**src/rtl/ics_pkg.sv**
```systemverilog
// Purpose: Shared constants of the command-driven two-wire controller.
// Assumes: 100 MHz functional clock.
// Notes:   Command word is op(3), ack value, ack expected, ack check, byte count(8).
package ics_pkg;
  localparam int CMD_N    = 16;
  localparam int RAM_N    = 32;
  localparam int IRQ_N    = 10;
  localparam int CMD_W    = 14;
  // Operation codes of a command entry.
  localparam logic [2:0] OP_START = 3'h0;
  localparam logic [2:0] OP_WRITE = 3'h1;
  localparam logic [2:0] OP_READ  = 3'h2;
  localparam logic [2:0] OP_STOP  = 3'h3;
  localparam logic [2:0] OP_END   = 3'h4;
  // Field positions inside a command entry.
  localparam int CF_OP_HI = 13;
  localparam int CF_OP_LO = 11;
  localparam int CF_ACKV  = 10;
  localparam int CF_ACKE  = 9;
  localparam int CF_ACKC  = 8;
  // Interrupt event positions.
  localparam int IR_TXCH   = 0;
  localparam int IR_RXCH   = 1;
  localparam int IR_ACKERR = 2;
  localparam int IR_START  = 3;
  localparam int IR_TOUT   = 4;
  localparam int IR_COMP   = 5;
  localparam int IR_BYTE   = 6;
  localparam int IR_ARB    = 7;
  localparam int IR_SLCOMP = 8;
  localparam int IR_END    = 9;
  // Serial clock rate and the quarter bit time derived from it.
  localparam int CLK_KHZ  = 100000;
  localparam int SCL_KHZ  = 100;
  localparam int QTR_CYC  = CLK_KHZ / (4 * SCL_KHZ);
  // Addressing and slave limits.
  localparam logic [4:0] ADDR10_HDR = 5'h1e;
  localparam logic [5:0] SL_MAX     = 6'h20;
  localparam logic [3:0] ACK_BIT    = 4'h8;
  localparam logic [3:0] LAST_BIT   = 4'h7;
endpackage

```
**src/rtl/ics_irq.sv**
```systemverilog
// Purpose: Sticky raw interrupt flags with a mask onto one output.
// Assumes: Events and clears are single-cycle pulses on mclk_i.
// Notes:   A set in the same cycle as its clear wins.
`timescale 1ns/10ps
`default_nettype none
module ics_irq #(
  parameter int N = 10
) (
  input  wire logic         mclk_i,
  input  wire logic         rst_i,
  input  wire logic [N-1:0] ev_i,
  input  wire logic [N-1:0] clr_i,
  input  wire logic [N-1:0] mask_i,
  output logic      [N-1:0] raw_o,
  output logic              irq_o
);
  always_ff @(posedge mclk_i or posedge rst_i) begin
    if (rst_i) begin
      raw_o <= '0;
      irq_o <= 1'b0;
    end else begin
      raw_o <= ev_i | (raw_o & ~clr_i);
      irq_o <= |((ev_i | (raw_o & ~clr_i)) & mask_i);
    end
  end
endmodule
`default_nettype wire

```
**src/rtl/ics_sync.sv**
```systemverilog
// Purpose: Two flip-flop synchroniser for the bus pins.
// Assumes: Inputs are asynchronous to mclk_i.
// Notes:   Only the second stage is visible.
`timescale 1ns/10ps
`default_nettype none
module ics_sync #(
  parameter int W = 2
) (
  input  wire logic         mclk_i,
  input  wire logic         rst_i,
  input  wire logic [W-1:0] d_i,
  output logic      [W-1:0] q_o
);
  logic [W-1:0] meta_reg;

  always_ff @(posedge mclk_i or posedge rst_i) begin
    if (rst_i) begin
      meta_reg <= {W{1'b1}};
      q_o      <= {W{1'b1}};
    end else begin
      meta_reg <= d_i;
      q_o      <= meta_reg;
    end
  end
endmodule
`default_nettype wire

```
**src/rtl/ics_top.sv**
```systemverilog
// Purpose: Command-driven two-wire controller, master and slave roles.
// Assumes: Open-drain pins; an enable high pulls the line low.
// Notes:   Shared 32-byte data store and 16-entry command list.
// Operation
// - Seven-bit addressing unless wide mode selected.
// - Ten-bit master sends second address byte next.
// - Wide-address slave matches ten-bit own address.
// - Ten-bit write: fourteen 255-byte WRITE commands.
// - Register pointer slave write, 32 bytes maximum.
// - END stops clock, holds SCL low, flags.
// - Bus held until STOP is sent.
// - Master acknowledges with READ command's value.
// - Read bytes stored from first location.
// - Read list: start, WRITE, 13 READ, STOP.
// - Ten-bit read address uses two bytes.
// - Pointer slave sends bytes from pointer.
// - Chunk flags after threshold bytes sent/received.
// - Acknowledge error on mismatch or slave NACK.
// - Timeout when SCL level outlasts count.
// - Complete on STOP, slave complete, start sent.
// - Master byte-done flag per byte.
// - Arbitration lost when SDA differs, SCL high.
// - Three-bit operation codes zero through four.
`timescale 1ns/10ps
`default_nettype none
module ics_top #(
  parameter int TO_W = 20,
  parameter int QTR  = ics_pkg::QTR_CYC
) (
  input  wire logic            mclk_i,
  input  wire logic            rst_i,
  input  wire logic            ms_mode_i,
  input  wire logic            launch_bit_i,
  input  wire logic            slave_wide_addr_enable_i,
  input  wire logic            reg_ptr_en_i,
  input  wire logic [9:0]      own_addr_i,
  input  wire logic [7:0]      tx_thres_i,
  input  wire logic [7:0]      rx_thres_i,
  input  wire logic [TO_W-1:0] timeout_i,
  input  wire logic            cmd_we_i,
  input  wire logic [3:0]      cmd_idx_i,
  input  wire logic [13:0]     cmd_wdata_i,
  input  wire logic            ram_we_i,
  input  wire logic [4:0]      ram_addr_i,
  input  wire logic [7:0]      ram_wdata_i,
  output logic      [7:0]      ram_rdata_o,
  input  wire logic [9:0]      irq_mask_i,
  input  wire logic [9:0]      irq_clr_i,
  output logic      [9:0]      irq_raw_o,
  output logic                 irq_o,
  output logic      [15:0]     cmd_done_o,
  output logic                 bus_busy_o,
  output logic                 slave_addressed_o,
  output logic                 master_held_o,
  input  wire logic            scl_i,
  output logic                 scl_o,
  output logic                 scl_oe_o,
  input  wire logic            sda_i,
  output logic                 sda_o,
  output logic                 sda_oe_o
);
  if (QTR < 2 || QTR > 65536 || TO_W < 2) begin : g_chk
    $error("ics_top: QTR must be 2 to 65536 and TO_W at least 2.");
  end

  typedef enum logic [2:0] {M_IDLE, M_FETCH, M_START, M_BITS, M_STOP, M_HOLD} ics_mst_t;
  typedef enum logic [2:0] {S_IDLE, S_ADDR, S_ADDR2, S_RX, S_TX} ics_slv_t;

  logic [1:0]  pin_s;
  logic        scl_s, sda_s, scl_q, sda_q;
  logic        start_det, stop_det, scl_rise, scl_fall;
  logic [13:0] cmd_mem [ics_pkg::CMD_N];
  logic [7:0]  ram [ics_pkg::RAM_N];
  ics_mst_t    m_st;
  logic [1:0]  m_q;
  logic [15:0] m_qc;
  logic        m_tick;
  logic [3:0]  m_pc, m_bit;
  logic [7:0]  m_left, m_sh;
  logic [13:0] m_cmd;
  logic        m_rd, m_err, m_own, m_wr;
  logic        m_scl_low, m_sda_low;
  logic [4:0]  m_tx_ptr, m_rx_ptr, m_wa;
  logic [2:0]  f_op;
  logic        ev_start, ev_byte, ev_mtx, ev_arb, ev_mack, ev_end;
  ics_slv_t    s_st;
  logic [3:0]  s_bit;
  logic [7:0]  s_sh, s_tx;
  logic [4:0]  s_ptr, s_wa;
  logic [5:0]  s_cnt;
  logic        s_first, s_hit, s_drv, s_wr, ev_sack, ev_stx;
  logic [7:0]  tx_cnt, rx_cnt;
  logic [TO_W-1:0] to_cnt;
  logic [9:0]  ev;

  ics_sync #(.W(2)) u_sync (
    .mclk_i(mclk_i),
    .rst_i (rst_i),
    .d_i   ({scl_i, sda_i}),
    .q_o   (pin_s)
  );

  assign scl_s     = pin_s[1];
  assign sda_s     = pin_s[0];
  assign start_det = scl_s & scl_q & sda_q & ~sda_s;
  assign stop_det  = scl_s & scl_q & ~sda_q & sda_s;
  assign scl_rise  = scl_s & ~scl_q;
  assign scl_fall  = ~scl_s & scl_q;

  always_ff @(posedge mclk_i or posedge rst_i) begin
    if (rst_i) begin
      scl_q      <= 1'b1;
      sda_q      <= 1'b1;
      bus_busy_o <= 1'b0;
    end else begin
      scl_q      <= scl_s;
      sda_q      <= sda_s;
      bus_busy_o <= start_det | (bus_busy_o & ~stop_det);
    end
  end

  // Software writes the command list; storage needs no reset.
  always_ff @(posedge mclk_i) begin
    if (cmd_we_i) begin
      cmd_mem[cmd_idx_i] <= cmd_wdata_i;
    end
  end

  // Data store: engine writes take priority over software writes.
  always_ff @(posedge mclk_i) begin
    if (m_wr) begin
      ram[m_wa] <= m_sh;
    end else if (s_wr) begin
      ram[s_wa] <= s_sh;
    end else if (ram_we_i) begin
      ram[ram_addr_i] <= ram_wdata_i;
    end
  end

  always_ff @(posedge mclk_i or posedge rst_i) begin
    if (rst_i) begin
      ram_rdata_o <= 8'h00;
    end else begin
      ram_rdata_o <= ram[ram_addr_i];
    end
  end

  assign f_op   = cmd_mem[m_pc][ics_pkg::CF_OP_HI:ics_pkg::CF_OP_LO];
  assign m_tick = (m_qc == 16'(QTR - 1)) && !(m_st == M_BITS && m_q == 2'h2 && !scl_s);

  // Master sequencer: fetches a command, then runs quarter-bit phases.
  always_ff @(posedge mclk_i or posedge rst_i) begin
    if (rst_i) begin
      m_st <= M_IDLE; m_q <= 2'h0; m_qc <= 16'h0000; m_pc <= 4'h0; m_bit <= 4'h0;
      m_left <= 8'h00; m_sh <= 8'h00; m_cmd <= 14'h0000; m_rd <= 1'b0; m_err <= 1'b0;
      m_own <= 1'b0; m_wr <= 1'b0; m_scl_low <= 1'b0; m_sda_low <= 1'b0;
      m_tx_ptr <= 5'h00; m_rx_ptr <= 5'h00; m_wa <= 5'h00; cmd_done_o <= 16'h0000;
      ev_start <= 1'b0; ev_byte <= 1'b0; ev_mtx <= 1'b0; ev_arb <= 1'b0; ev_mack <= 1'b0; ev_end <= 1'b0;
    end else begin
      m_wr <= 1'b0; ev_start <= 1'b0; ev_byte <= 1'b0; ev_mtx <= 1'b0;
      ev_arb <= 1'b0; ev_mack <= 1'b0; ev_end <= 1'b0;
      if (m_st == M_START || m_st == M_BITS || m_st == M_STOP) begin
        m_qc <= m_tick ? 16'h0000 : m_qc + 16'h0001;
      end else begin
        m_qc <= 16'h0000;
      end
      case (m_st)
        M_IDLE, M_HOLD: begin
          if (launch_bit_i && ms_mode_i && (m_st == M_HOLD || scl_s)) begin
            m_pc <= 4'h0; m_tx_ptr <= 5'h00; m_rx_ptr <= 5'h00;
            cmd_done_o <= 16'h0000; m_err <= 1'b0;
            m_st <= M_FETCH;
          end
        end
        M_FETCH: begin
          m_cmd <= cmd_mem[m_pc]; m_q <= 2'h0; m_bit <= 4'h0;
          m_left <= cmd_mem[m_pc][7:0];
          m_rd <= (f_op == ics_pkg::OP_READ);
          m_sh <= ram[m_tx_ptr];
          case (f_op)
            ics_pkg::OP_START: m_st <= M_START;
            ics_pkg::OP_WRITE: begin
              m_tx_ptr <= m_tx_ptr + 5'h01;
              m_st <= M_BITS;
            end
            ics_pkg::OP_READ:  m_st <= M_BITS;
            ics_pkg::OP_STOP:  m_st <= M_STOP;
            ics_pkg::OP_END: begin
              m_scl_low <= 1'b1; ev_end <= 1'b1; cmd_done_o[m_pc] <= 1'b1;
              m_st <= M_HOLD;
            end
            default: m_st <= M_IDLE;
          endcase
        end
        M_START: if (m_tick) begin
          m_q <= m_q + 2'h1;
          case (m_q)
            2'h0: m_sda_low <= 1'b0;
            2'h1: m_scl_low <= 1'b0;
            2'h2: m_sda_low <= 1'b1;
            default: begin
              m_scl_low <= 1'b1; m_own <= 1'b1; ev_start <= 1'b1;
              cmd_done_o[m_pc] <= 1'b1; m_pc <= m_pc + 4'h1; m_st <= M_FETCH;
            end
          endcase
        end
        M_STOP: if (m_tick) begin
          m_q <= m_q + 2'h1;
          case (m_q)
            2'h0: m_sda_low <= 1'b1;
            2'h1: m_scl_low <= 1'b0;
            2'h2: m_sda_low <= 1'b0;
            default: begin
              m_own <= 1'b0; cmd_done_o[m_pc] <= 1'b1; m_st <= M_IDLE;
            end
          endcase
        end
        M_BITS: if (m_tick) begin
          m_q <= m_q + 2'h1;
          case (m_q)
            2'h0: begin
              if (m_bit == ics_pkg::ACK_BIT) begin
                m_sda_low <= m_rd & ~m_cmd[ics_pkg::CF_ACKV];
              end else begin
                m_sda_low <= ~m_rd & ~m_sh[7];
              end
            end
            2'h1: m_scl_low <= 1'b0;
            2'h2: begin
              if ((m_rd == (m_bit == ics_pkg::ACK_BIT)) && (sda_s == m_sda_low)) begin
                ev_arb <= 1'b1; m_scl_low <= 1'b0; m_sda_low <= 1'b0;
                m_own <= 1'b0; m_st <= M_IDLE;
              end else if (m_bit != ics_pkg::ACK_BIT) begin
                m_sh <= {m_sh[6:0], sda_s};
              end else if (!m_rd && m_cmd[ics_pkg::CF_ACKC] && sda_s != m_cmd[ics_pkg::CF_ACKE]) begin
                ev_mack <= 1'b1; m_err <= 1'b1;
              end
            end
            default: begin
              m_scl_low <= 1'b1;
              if (m_bit != ics_pkg::ACK_BIT) begin
                m_bit <= m_bit + 4'h1;
              end else begin
                m_bit <= 4'h0; ev_byte <= 1'b1; ev_mtx <= ~m_rd;
                m_left <= m_left - 8'h01;
                if (m_rd) begin
                  m_wr <= 1'b1; m_wa <= m_rx_ptr; m_rx_ptr <= m_rx_ptr + 5'h01;
                end else begin
                  m_sh <= ram[m_tx_ptr]; m_tx_ptr <= m_tx_ptr + 5'h01;
                end
                if (m_err) begin
                  m_st <= M_STOP;
                end else if (m_left <= 8'h01) begin
                  cmd_done_o[m_pc] <= 1'b1; m_pc <= m_pc + 4'h1; m_st <= M_FETCH;
                end
              end
            end
          endcase
        end
        default: m_st <= M_IDLE;
      endcase
    end
  end

  // Slave engine: follows bus edges, matches address, stores or sends bytes.
  always_ff @(posedge mclk_i or posedge rst_i) begin
    if (rst_i) begin
      s_st <= S_IDLE; s_bit <= 4'h0; s_sh <= 8'h00; s_tx <= 8'h00; s_ptr <= 5'h00; s_wa <= 5'h00;
      s_cnt <= 6'h00; s_first <= 1'b0; s_hit <= 1'b0; s_drv <= 1'b0; s_wr <= 1'b0;
      ev_sack <= 1'b0; ev_stx <= 1'b0;
    end else begin
      s_wr <= 1'b0; ev_sack <= 1'b0; ev_stx <= 1'b0;
      if (ms_mode_i) begin
        s_st <= S_IDLE; s_drv <= 1'b0; s_hit <= 1'b0;
      end else if (start_det) begin
        s_st <= S_ADDR; s_bit <= 4'h0; s_drv <= 1'b0; s_first <= 1'b1; s_cnt <= 6'h00;
        if (!reg_ptr_en_i) begin
          s_ptr <= 5'h00;
        end
      end else if (stop_det) begin
        s_st <= S_IDLE; s_drv <= 1'b0; s_hit <= 1'b0;
      end else if (scl_rise && s_st != S_IDLE) begin
        if (s_bit != ics_pkg::ACK_BIT) begin
          s_sh <= {s_sh[6:0], sda_s};
        end else if (s_st == S_TX && sda_s) begin
          ev_sack <= 1'b1; s_st <= S_IDLE;
        end
      end else if (scl_fall && s_st != S_IDLE) begin
        if (s_bit == ics_pkg::LAST_BIT) begin
          s_bit <= ics_pkg::ACK_BIT; s_drv <= 1'b0; s_st <= S_IDLE;
          case (s_st)
            S_ADDR: if (slave_wide_addr_enable_i) begin
              if (s_sh[7:3] == ics_pkg::ADDR10_HDR && s_sh[2:1] == own_addr_i[9:8]) begin
                if (!s_sh[0]) begin
                  s_drv <= 1'b1; s_st <= S_ADDR2;
                end else if (s_hit) begin
                  s_drv <= 1'b1; s_st <= S_TX;
                end
              end
            end else if (s_sh[7:1] == own_addr_i[6:0]) begin
              s_drv <= 1'b1; s_hit <= 1'b1; s_st <= s_sh[0] ? S_TX : S_RX;
            end
            S_ADDR2: if (s_sh == own_addr_i[7:0]) begin
              s_drv <= 1'b1; s_hit <= 1'b1; s_st <= S_RX;
            end
            S_RX: begin
              s_st <= S_RX; s_first <= 1'b0;
              if (s_first && reg_ptr_en_i) begin
                s_ptr <= s_sh[4:0]; s_drv <= 1'b1;
              end else if (s_cnt < ics_pkg::SL_MAX) begin
                s_wr <= 1'b1; s_wa <= s_ptr; s_ptr <= s_ptr + 5'h01;
                s_cnt <= s_cnt + 6'h01; s_drv <= 1'b1;
              end
            end
            default: begin
              s_st <= S_TX; ev_stx <= 1'b1;
            end
          endcase
        end else if (s_bit == ics_pkg::ACK_BIT) begin
          s_bit <= 4'h0; s_drv <= 1'b0;
          if (s_st == S_TX) begin
            s_drv <= ~ram[s_ptr][7]; s_tx <= {ram[s_ptr][6:0], 1'b0};
            s_ptr <= s_ptr + 5'h01;
          end
        end else begin
          s_bit <= s_bit + 4'h1;
          if (s_st == S_TX) begin
            s_drv <= ~s_tx[7]; s_tx <= {s_tx[6:0], 1'b0};
          end
        end
      end
    end
  end

  // Chunk counters restart with every START seen on the bus.
  always_ff @(posedge mclk_i or posedge rst_i) begin
    if (rst_i) begin
      tx_cnt <= 8'h00;
      rx_cnt <= 8'h00;
    end else if (start_det) begin
      tx_cnt <= 8'h00;
      rx_cnt <= 8'h00;
    end else begin
      tx_cnt <= tx_cnt + {7'h00, ev_mtx | ev_stx};
      rx_cnt <= rx_cnt + {7'h00, m_wr | s_wr};
    end
  end

  // Timeout counter saturates so that each long level fires once, unless timeout_i is all ones.
  always_ff @(posedge mclk_i or posedge rst_i) begin
    if (rst_i) begin
      to_cnt <= '0;
    end else if (scl_s != scl_q) begin
      to_cnt <= '0;
    end else if (to_cnt != {TO_W{1'b1}}) begin
      to_cnt <= to_cnt + 1'b1;
    end
  end

  always_comb begin
    ev = '0;
    ev[ics_pkg::IR_TXCH]   = (ev_mtx | ev_stx) && (tx_cnt + 8'h01 == tx_thres_i);
    ev[ics_pkg::IR_RXCH]   = (m_wr | s_wr) && (rx_cnt + 8'h01 == rx_thres_i);
    ev[ics_pkg::IR_ACKERR] = ev_mack | ev_sack;
    ev[ics_pkg::IR_START]  = ev_start;
    ev[ics_pkg::IR_TOUT]   = (scl_s == scl_q) && (to_cnt == timeout_i);
    ev[ics_pkg::IR_COMP]   = stop_det;
    ev[ics_pkg::IR_BYTE]   = ev_byte;
    ev[ics_pkg::IR_ARB]    = ev_arb;
    ev[ics_pkg::IR_SLCOMP] = stop_det & ~ms_mode_i;
    ev[ics_pkg::IR_END]    = ev_end;
  end

  ics_irq #(.N(ics_pkg::IRQ_N)) u_irq (
    .mclk_i(mclk_i),
    .rst_i (rst_i),
    .ev_i  (ev),
    .clr_i (irq_clr_i),
    .mask_i(irq_mask_i),
    .raw_o (irq_raw_o),
    .irq_o (irq_o)
  );

  assign scl_o             = 1'b0;
  assign sda_o             = 1'b0;
  assign scl_oe_o          = m_scl_low;
  assign sda_oe_o          = m_sda_low | s_drv;
  assign slave_addressed_o = s_hit;
  assign master_held_o     = (m_st == M_HOLD);
endmodule
`default_nettype wire

```
**config.mk**
```make
export PLATFORM = sky130hd
export DESIGN_NAME = ics_top
export DESIGN_NICKNAME = d
export VERILOG_FILES = /design/src/rtl/ics_pkg.sv /design/src/rtl/ics_irq.sv /design/src/rtl/ics_sync.sv /design/src/rtl/ics_top.sv
export SDC_FILE = /design/constraint.sdc
export NUM_CORES = 1
export LEC_CHECK = 0
export ABC_AREA = 1
export BUFFER_PORTS_ARGS = -buffer_cell sky130_fd_sc_hd__buf_2
export CAP_MARGIN = 10
export CORE_MARGIN = 4
export CORE_UTILIZATION = 40
export DETAILED_ROUTE_END_ITERATION = 10
export SLEW_MARGIN = 20
export SYNTH_ARGS = -nofsm -noshare
export SYNTH_HDL_FRONTEND = slang
export SYNTH_SLANG_ARGS = --single-unit
```
**constraint.sdc**
```tcl
create_clock -name mclk_i -period 9.65 [get_ports mclk_i]
set_input_delay 2.4125 -clock mclk_i [delete_from_list [all_inputs] [get_ports mclk_i]]
set_output_delay 2.4125 -clock mclk_i [all_outputs]
set_load 0.01 [all_outputs]
```
* After elaboration in Yosys (flattened, before gate mapping)
Memory sizes are Yosys's and may differ from the RTL's. A register that Yosys moved wholly into a read port is not among the register bits.
Cells that the tools add are included.
** Operators by class
- Reduce and logical (&&, ||, !) cells :: 83
- $add $sub $neg :: 15
- Bitwise logic cells :: 38
- Equal/unequal tests :: 81
- Order comparisons :: 4
- Muxes and demuxes :: 237
** Operators with widths (number)
- 2-to-1 mux 16 bit :: 11
- 2-to-1 mux 8 bit :: 15
- 2-to-1 mux 5 bit :: 23
- 2-to-1 mux 1 bit :: 111
- 2-to-1 mux 3 bit :: 24
- 2-to-1 mux 4 bit :: 17
- case mux 16 bit (4 select lines) :: 1
- 2-to-1 mux 6 bit :: 8
- case mux 8 bit (2 select lines) :: 3
- != test 2 bit, second input constant :: 23
- 2-to-1 mux 20 bit :: 2
- AND reduction 9 bit :: 4
- AND reduction 7 bit :: 4
- equality test 8 bit :: 3
- != test 4 bit, second input constant :: 6
- AND reduction 8 bit :: 3
- nonzero test 3 bit :: 8
- adder 20 x 1 -> 20 bit, second input constant :: 1
- AND 10 bit :: 2
- equality test 20 bit :: 1
- != test 20 bit, second input constant :: 1
- AND reduction 10 bit :: 2
- equality test 3 x 2 -> 1 bit, second input constant :: 6
- != test 3 x 2 -> 1 bit, second input constant :: 6
- 68 further kinds :: 173
** Word-level totals
- Word-level logic and storage cells :: 506
- Flip-flop bits (word level) :: 197
- RAM bits :: 480
- Memories :: 2
** Memory list
- ram :: words 32, bits a word 8, read ports 3, clocked after memory_dff 1, write ports 1, RTL line ics_top.sv:73 : logic [7:0] ram [ics_pkg::RAM_N];
- cmd_mem :: words 16, bits a word 14, read ports 1, clocked after memory_dff 0, write ports 1, RTL line ics_top.sv:72 : logic [13:0] cmd_mem [ics_pkg::CMD_N];

* Longest topological paths before layout
Gate-level depths: netlist (run 1).
- Depth after elaboration :: 11
- Depth in mapped cells :: 15
- Gate-level depth less buffers :: 14

* Cells and area by module
Synthesis (run 1) repeated with hierarchy kept, for this count alone.
** Unflattened totals
- Cells, all modules :: 4054
- Area, all modules :: 35245.1 µm²
** Modules (own cells, without submodules)
- ics_top :: cells an instance 3986, area an instance 34581.9 µm², times used 1
- ics_irq :: cells an instance 63, area an instance 554.3 µm², times used 1
- ics_sync :: cells an instance 5, area an instance 108.9 µm², times used 1

* Worst setup path after synthesis (run 1)
OpenSTA, ideal clock, no wires.
- Path type :: input -> register
- Start :: input ram_we_i
- End :: memory ram[0][5], data pin
- Path buffers :: 2
- Cell stages on the path :: 7
- Slack :: 5.036 ns
- Data required time :: 9.252 ns
- Data arrival time :: 4.217 ns
- Setup time :: 0.398 ns
- Path through :: nand2_1 > nor2_1 > inv_1 > clkbuf_1 > buf_1 > nor2_1 > a31oi_1
** Between the ends
- Longest elaborated chain between the ends :: 6
** Ends and longest elaborated chain
- start: declaration :: RTL line ics_top.sv:43 : input wire logic ram_we_i,
- 2-to-1 mux 1 bit :: RTL line ics_top.sv:135 : end else if (ram_we_i) begin
- 2-to-1 mux 1 bit :: RTL line ics_top.sv:133 : end else if (s_wr) begin
- 2-to-1 mux 1 bit :: RTL line ics_top.sv:131 : if (m_wr) begin
- 2-to-1 mux 1 bit (not written as such) :: RTL line ics_top.sv:136 : ram[ram_addr_i] <= ram_wdata_i;
- OR reduction 8 bit (no source line)
- 2-to-1 mux 8 bit (no source line)
- end: declaration :: RTL line ics_top.sv:73
No other way between the ends.

* Worst setup path in the final report (run 1)
- Start :: input ram_addr_i[0]
- End :: memory ram[9][3], enable pin
** Between the ends
- Longest elaborated chain between the ends :: 1
** Ends and longest elaborated chain
- start: declaration :: RTL line ics_top.sv:44 : input wire logic [4:0] ram_addr_i,
- 2-to-1 mux 5 bit (no source line)
No other way between the ends.

==> results of run 1 <==
## cells in the final DEF, fill, tap and decap left out, types with 7 or more instances in the layout
cell,Yosys,routed
nand2_2,10,10
clkinvlp_4,0,8
dfrtp_1,190,184
a31oi_1,24,16
nand2_1,739,739
buf_2,35,145
nor2_1,599,599
a21oi_1,164,164
o21ai_1,16,16
buf_4,9,57
inv_1,292,289
o211ai_1,85,85
clkbuf_1,153,13
nor2_2,8,8
ha_1,32,32
a211oi_1,16,16
clkinv_2,0,15
nand4_1,24,24
or2_2,12,12
nor3_1,38,38
inv_2,9,10
nor4_1,7,7
xnor2_1,29,29
xor2_1,32,32
o21ai_0,555,555
edfxtp_1,480,480
clkbuf_16,0,74
o22ai_1,67,67
nand3_1,279,279
o221ai_1,29,29
clkinv_1,12,20
bufinv_16,0,9
nand3b_1,29,29
## layer usage
metal  vias up  GRT usage, %  wire [um]
li1      14076             -          -
met1     14089          30.9      46100
met2      1345          38.2      53000
met3       317          4.35       8590
met4         6          10.7       5790
met5         -             0         46
## cells by family (layout without fill, tap and decap cells)
family	after synthesis	count (layout)
compound gates	979	979
fa+ha+maj	32	32
other cells	1	2
xor+xnor	61	61
buf+inv	541	653
simple gates	1767	1767
flops	676	676
## layout make-up
class,count,area [um^2]
Timing Repair Buffer,202,1150
Tap cell,1155,1450
Inverter,315,1200
Clock inverter,48,559
Fill cell,8391,47600
Clock buffer,88,1910
Sequential cell,676,19300
Multi-Input combinational cell,2841,13900
## worst min path at each step
stage | from | to | slack, ns | cells past startpoint
2_1_floorplan | u_sync.meta_reg[0] | u_sync.q_o[0] | 0.35 | 0
3_3_place_gp | u_sync.meta_reg[1] | u_sync.q_o[1] | 0.36 | 0
3_5_place_dp | u_sync.meta_reg[1] | u_sync.q_o[1] | 0.36 | 0
4_1_cts | u_sync.meta_reg[0] | u_sync.q_o[0] | 0.38 | 0
5_1_grt | u_sync.meta_reg[0] | u_sync.q_o[0] | 0.38 | 0
6_report | u_sync.meta_reg[0] | u_sync.q_o[0] | 0.37 | 0
## through the flow
step | util, % | setup WS, ns
6_report | 45.4 | 4.66
4_1_cts | 45.4 | 4.80
3_5_place_dp | 42.5 | 4.13
3_3_place_gp | 42.5 | 4.15
2_1_floorplan | - | 1.91
5_1_grt | 45.4 | 4.56
## power by group through the flow
stage	logic, W	clock network, W	registers [W]
after floorplan	0.000584	0	0.00326
after global placement	0.000885	0	0.00330
after detailed placement	0.000892	0	0.00330
after CTS	0.000895	0.00296	0.00324
after global routing	0.000991	0.00308	0.00325
final	0.000912	0.00290	0.00325
## critical path, stage by stage
cell and delay (ns):
buf_4 0.34, clkinv_2 0.47, o21ai_0 0.43, nand3_1 0.71
nor2_1 0.86
==> results.txt, run 1 <==
----------------------------------------------------
[Clock tree]
  # clock sinks ... 676
  Clock Tree Buf Depth ... 3
  Number of buffers added by the clock tree synthesis step ... 74
  H-tree level count ... 3
  Master cell of the clock root buffer ... clkbuf_16
  Count of hold-fix buffers inserted at cts ... 0
  Clock edge transition at the registers on the reported setup and hold paths ... 0.06 ns
  TritonCTS clock tree ... done
  Clock latency reported for the late side of the worst-skew pair ... 0.64 ns
  Number of cells upsized or downsized after cts ... 0
  Setup Fix Bufs, Post-CTS ... 0

[Power and ir drop]
  Net switching power ... 0.00195 W
  Share of power burned in registers ... 46.0%
  Switching fraction of total power ... 27.6%
  Clock power share ... 41.1%
  Post-layout power ... 0.00706 W
  Leakage power total ... 15.4 nW
  Highest ir drop seen on vdd ... 0.177 mV
  Combinational share of power ... 12.9%
  Pwr dens ... 179 nW/um^2
  Pint ... 0.00511 W

[Placed design]
  Cell Count Post-Placement ... 5189
  Post-detailed-placement cell area ... 37100 um^2
  Half-perimeter wire length after detailed placement ... 74000 um
  Port Buffers ... 146
  Routability congestion estimate ... 0.964

[Synth]
  Number of unique standard cell types used by synthesis ... 55
  Number of synthesized flops with an enable pin ... 480
  Share of cell area taken by muxes after synthesis ... 0%
  Compound-cell area share of the yosys netlist ... 15.4%
  Syn Std Cell Area ... 35300 um^2
  Synthesis warning total ... 0
  Synth Area in Adders ... 1.13%
  Top-area cell type share of the netlist area ... 40.8%
  Count leader, synth ... nand2_1
  Share of synthesized flip-flops with an asynchronous set or reset ... 29.0%
  Library cell occupying the most area in the post-synthesis netlist ... edfxtp_1
  Count of state elements after synthesis ... 676
  Primary FF master, synth ... edfxtp_1
  Cell types with the largest area share after synthesis ... edfxtp_1 (41%), dfrtp_1 (13%), o21ai_0 (7.9%)
  Sequential cell area fraction in the yosys report ... 54.7%
  Mean post-synth cell area ... 8.70 um^2
  Post-synthesis xor/xnor area fraction ... 1.51%
  Number of standard cells after synthesis ... 4057
  Largest family of logic cells by synthesized area ... simple AND/OR/NAND/NOR gates
  Simple-gate portion of the synthesized area ... 21.1%
  Top cells by count, synth ... nand2_1 (739), nor2_1 (599), o21ai_0 (555)

[Timing]
  Transition time of the tightest slew-check pin ... 1.10 ns
  Final setup TNS ... 0 ns
  Setup-violating endpoint count in the final report ... 0
  Worst hold slack ... 0.372 ns
  Number of endpoints with negative hold slack in the final report ... 0
  RSZ-0062 raised after global routing ... false
  Period minus WS final ... 4.99 ns
  Fin crit share ... 51.7%
  Skew final ... 0.0470 ns
  Slew Limit Fails ... 0
  Maximum clock frequency ... 200 MHz
  Worst slew slack as a fraction of its limit ... 26.7%

[Floorplanning]
  Initial core utilization ... 40.5%
  IO Pins ... 149
  Floorplan core area ... 87200 um^2
  Total Die Area ... 93100 um^2
  Die Y ... 305 um
  Row cnt ... 108
  Die Width ... 305 um

[GRT]
  Global-route total usage across every layer ... 23.6%
  Initial antenna violation count ... 4
  Vias in the first global route ... 27.8k
  Residual overflow from global routing ... 0
  First-pass GRT wire length ... 171000 um
  Pin count of the biggest net entering global routing ... 100

[Route]
  Final Routed Wirelength ... 113000 um
  Final routed wire length divided by cell count ... 21.3 um
  Total number of vias ... 29.8k
  DR iter-0 viols ... 3088
  Count of nets left with antenna violations after detail routing ... 0
  Length of the first detailed-routing pass in iterations ... 6
  Average via count per standard cell ... 5.60
  DRC violation count after routing ... 0

[Setup path]
  Critical R2R Launch ... m_pc[0]
  Arrival time reported for the critical path endpoint ... 5.25 ns
  Start point of the critical path ... ram_addr_i[0]
  Worst setup SP type ... input port
  Critical Path End Type ... flip-flop
  Worst setup path end ... ram[9][3]
  Required time of the critical path ... 9.91 ns
  Critical-path maximum fanout ... 41
  Reg-to-reg endpoint ... cmd_done_o[1]
  Worst reg-to-reg path cell count ... 13
  Setup Crit Path Kind ... in2reg
  Reg2Reg Setup Slack ... 6.01 ns

[Cells and area]
  Ratio of cells with drive above 1 in the final layout ... 9.66%
  Largest register FFs ... 256
  Post-layout instance count excluding filler cells ... 5325
  Area of all placed cells without fillers ... 39500 um^2
  Area growth syn-to-layout ... 12.0%
  Register bank with the most flops ... ram
  ANT cells ... 0
  Biggest regs ... ram: 256 flops, cmd_mem: 224 flops, to_cnt: 20 flops
  Number of nets at the end of the flow ... 4249

[Flow run]
  Count of maximum capacitance violations ... 0

[Min path]
  HP Class ... reg2reg

[Status]
  Status ... complete, no violations

----------------------------------------------------
No activity file was read; power rests on OpenSTA's default activity.
==> run 2: changes to the inputs <==
--- a/config.mk
+++ b/config.mk
@@ -5,7 +5,7 @@
 export SDC_FILE = /design/constraint.sdc
 export NUM_CORES = 1
 export LEC_CHECK = 0
-export ABC_AREA = 1
+export ABC_AREA = 0
 export BUFFER_PORTS_ARGS = -buffer_cell sky130_fd_sc_hd__buf_2
 export CAP_MARGIN = 10
 export CORE_MARGIN = 4
==> constraint.sdc (replaced) <==
create_clock -name mclk_i -period 4.75 [get_ports mclk_i]
set_input_delay 1.1875 -clock mclk_i [delete_from_list [all_inputs] [get_ports mclk_i]]
set_output_delay 1.1875 -clock mclk_i [all_outputs]
set_load 0.01 [all_outputs]
==> results.txt, run 2 <==
----------------------------------------------------
[Synth]
  Syn Std Cell Area ... 32900 um^2 (-6.7%)
  Synthesis warning total ... 0 (unchanged)
  Number of unique standard cell types used by synthesis ... 76 (+38%)
  Count of state elements after synthesis ... 676 (unchanged)
  Simple-gate portion of the synthesized area ... 7.59% (-13 points)
  Synth Area in Adders ... 1.22% (+0.082 points)
  Sequential cell area fraction in the yosys report ... 58.7% (+3.9 points)
  Top-area cell type share of the netlist area ... 43.8% (+2.9 points)
  Share of synthesized flip-flops with an asynchronous set or reset ... 29.0% (unchanged)
  Top cells by count, synth ... edfxtp_1 (480), mux4_2 (307), dfrtp_1 (190)
  Count leader, synth ... edfxtp_1
  Mean post-synth cell area ... 15.6 um^2 (+79%)
  Post-synthesis xor/xnor area fraction ... 2.87% (+1.4 points)
  Cell types with the largest area share after synthesis ... edfxtp_1 (44%), mux4_2 (21%), dfrtp_1 (14%)
  Primary FF master, synth ... edfxtp_1
  Compound-cell area share of the yosys netlist ... 4.69% (-11 points)
  Library cell occupying the most area in the post-synthesis netlist ... edfxtp_1
  Share of cell area taken by muxes after synthesis ... 22.9% (+23 points)
  Number of standard cells after synthesis ... 2111 (-48%)
  Largest family of logic cells by synthesized area ... multiplexers
  Number of synthesized flops with an enable pin ... 480 (unchanged)

[Cells and area]
  Register bank with the most flops ... ram
  Share of the core filled with cells ... 46.4% (+1.0 points)
  Ratio of cells with drive above 1 in the final layout ... 30.4% (+21 points)
  Final-layout fill cell count ... 6942 (-17%)
  Commonest cells after routing, fill and taps aside ... edfxtp_1 (480), mux4_2 (307), dfrtp_1 (184), nor2_1 (173), buf_2 (145)
  Post-layout instance count excluding filler cells ... 3388 (-36%)
  Multi-input gate area ... 13000 um^2 (-6.6%)
  Area growth syn-to-layout ... 14.2%
  Number of nets at the end of the flow ... 2406 (-43%)
  Most common cell after layout, fill and taps aside ... edfxtp_1
  Largest register FFs ... 256 (unchanged)
  Biggest regs ... ram: 256 flops, cmd_mem: 224 flops, to_cnt: 20 flops
  Area taken by flip-flops and latches ... 19300 um^2 (about the same)

[Clock tree]
  H-tree level count ... 3 (unchanged)
  # clock sinks ... 676 (unchanged)
  Count of hold-fix buffers inserted at cts ... 0 (unchanged)
  Master cell of the clock root buffer ... clkbuf_16
  Number of buffers added by the clock tree synthesis step ... 76 (+2.7%)
  Clock Tree Buf Depth ... 3 (unchanged)
  Number of cells upsized or downsized after cts ... 0 (unchanged)
  Clock edge transition at the registers on the reported setup and hold paths ... 0.06 ns (about the same)
  Setup Fix Bufs, Post-CTS ... 0 (unchanged)
  Clock latency reported for the late side of the worst-skew pair ... 0.64 ns (about the same)
  TritonCTS clock tree ... done

[Setup path]
  Critical R2R Launch ... m_q[0]
  Required time of the critical path ... 3.56 ns (-6.35 ns)
  Worst reg-to-reg path cell count ... 9 (-4)
  Setup Crit Path Kind ... reg2out
  Worst setup SP type ... flip-flop
  Critical-path maximum fanout ... 15 (-63%)
  Arrival time reported for the critical path endpoint ... 2.22 ns (-3.03 ns)
  Critical Path End Type ... output port
  Reg-to-reg endpoint ... m_left[3]
  Reg2Reg Setup Slack ... 1.35 ns (-4.66 ns)

[Route]
  DRC violation count after routing ... 0 (unchanged)
  Total number of vias ... 20.3k (-32%)
  Final routed wire length divided by cell count ... 26.0 um (+22%)
  Count of nets left with antenna violations after detail routing ... 0 (unchanged)
  Final Routed Wirelength ... 88100 um (-22%)
  Length of the first detailed-routing pass in iterations ... 5 (-1)
  DR iter-0 viols ... 2145 (-31%)
  Average via count per standard cell ... 6.00 (+7.1%)

[Floorplanning]
  Initial core utilization ... 40.6% (+0.12 points)
  Die Width ... 295 um (-3.3%)
  Die Y ... 295 um (-3.3%)
  IO Pins ... 149 (unchanged)
  Row cnt ... 104 (-3.7%)
  Total Die Area ... 87000 um^2 (-6.5%)
  Floorplan core area ... 81100 um^2 (-7.0%)

[Min path]
  Hold Path Sink ... u_sync.q_o[1]
  Worst Hold Path Cells ... 0 (unchanged)
  HP Class ... reg2reg
  Hold Crit Start ... u_sync.meta_reg[1]

[Timing]
  RSZ-0062 raised after global routing ... false
  Number of endpoints with negative hold slack in the final report ... 0 (unchanged)
  Fin crit share ... 71.7%
  Period minus WS final ... 3.41 ns
  Skew final ... 0.0371 ns (-0.00995 ns)
  Worst slew slack as a fraction of its limit ... 32.6% (+5.9 points)
  Setup-violating endpoint count in the final report ... 0 (unchanged)
  Slew Limit Fails ... 0 (unchanged)
  Final setup TNS ... 0 ns (unchanged)
  Transition time of the tightest slew-check pin ... 1.01 ns (-0.0878 ns)
  Maximum clock frequency ... 293 MHz

[GRT]
  First-pass GRT wire length ... 133000 um (-22%)
  Vias in the first global route ... 20.6k (-26%)
  Pin count of the biggest net entering global routing ... 116 (+16%)
  Initial antenna violation count ... 5 (+1)
  Residual overflow from global routing ... 0 (unchanged)
  Global-route total usage across every layer ... 20.3% (-3.3 points)

[Power and ir drop]
  Leakage power total ... 13.1 nW (-15%)
  Highest ir drop seen on vdd ... 0.315 mV (+78%)
  Pwr dens ... 450 nW/um^2 (+150%)

[Placed design]
  Port Buffers ... 146 (unchanged)
  Half-perimeter wire length after detailed placement ... 60300 um (-18%)
  Cell Count Post-Placement ... 3249 (-37%)
  Routability congestion estimate ... 0.889 (-7.8%)

[Flow run]
  Count of maximum capacitance violations ... 0 (unchanged)

[Status]
  Status ... complete, no violations

----------------------------------------------------
-- run 2: cells by family after synthesis --
kind of cell    count (synthesis)
fa+ha+maj                      32
xor+xnor                      108
simple gates                  518
compound gates                242
buf+inv                       169
mux                           365
other cells                     1
flops                         676
-- run 2: layout make-up --
class,instances,area share [%]
Multi-Input combinational cell,1267,34.6
Clock inverter,44,1.44
Inverter,41,0.419
Clock buffer,93,5.30
Sequential cell,676,51.4
Timing Repair Buffer,205,3.29
Antenna cell,2,0.0133
Tap cell,1060,3.52
-- run 2: worst max-delay path by stage --
stage	from	end	slack [ns]	depth (start not counted)
5_1_grt	m_q[0]	m_tx_ptr[3]	1.20	9
6_report	m_st[0]	master_held_o	1.34	3
4_1_cts	m_st[0]	master_held_o	1.34	3
3_5_place_dp	ram_we_i	ram[0][3]	0.78	7
3_3_place_gp	ram_we_i	ram[0][1]	0.90	7
2_1_floorplan	rst_i	bus_busy_o	1.04	1
-- run 2: routing by layer --
metal  global-route usage (%)  vias up  part of all wire [%]
li1                         -     8725                     -
met1                     28.1    10522                    41
met2                     31.6      914                    47
met3                     5.33      156                   8.8
met4                     6.38        4                   2.9
met5                        0        -                 0.025
-- run 2: power breakdown --
group	internal [W]	leakage (nW)	switching, W	total (W)
clock network	0.00343	1.21	0.00249	0.00592
registers	0.00675	6.96	0.000438	0.00719
logic	0.00176	4.98	0.00208	0.00384
-- run 2: per-stage QoR --
| stage | cell area, um^2 | total power, W | hold WS, ns | setup WS [ns] |
|---|---|---|---|---|
| 6_report | 37600 | 0.0169 | 0.356 | 1.34 |
| 5_1_grt | 37600 | 0.0177 | 0.362 | 1.20 |
| 4_1_cts | 37600 | 0.0171 | 0.353 | 1.34 |
| 3_5_place_dp | 35100 | 0.0111 | 0.349 | 0.779 |
| 3_3_place_gp | 35100 | 0.0111 | 0.348 | 0.901 |
| 2_1_floorplan | 32900 | 0.00991 | 0.345 | 1.04 |
-- run 2: worst max-delay path, cell delays in order (launching register included) --
cell and delay (ns):
dfrtp_1 0.67, clkinv_1 0.39, nor2_1 0.31, buf_2 0.22
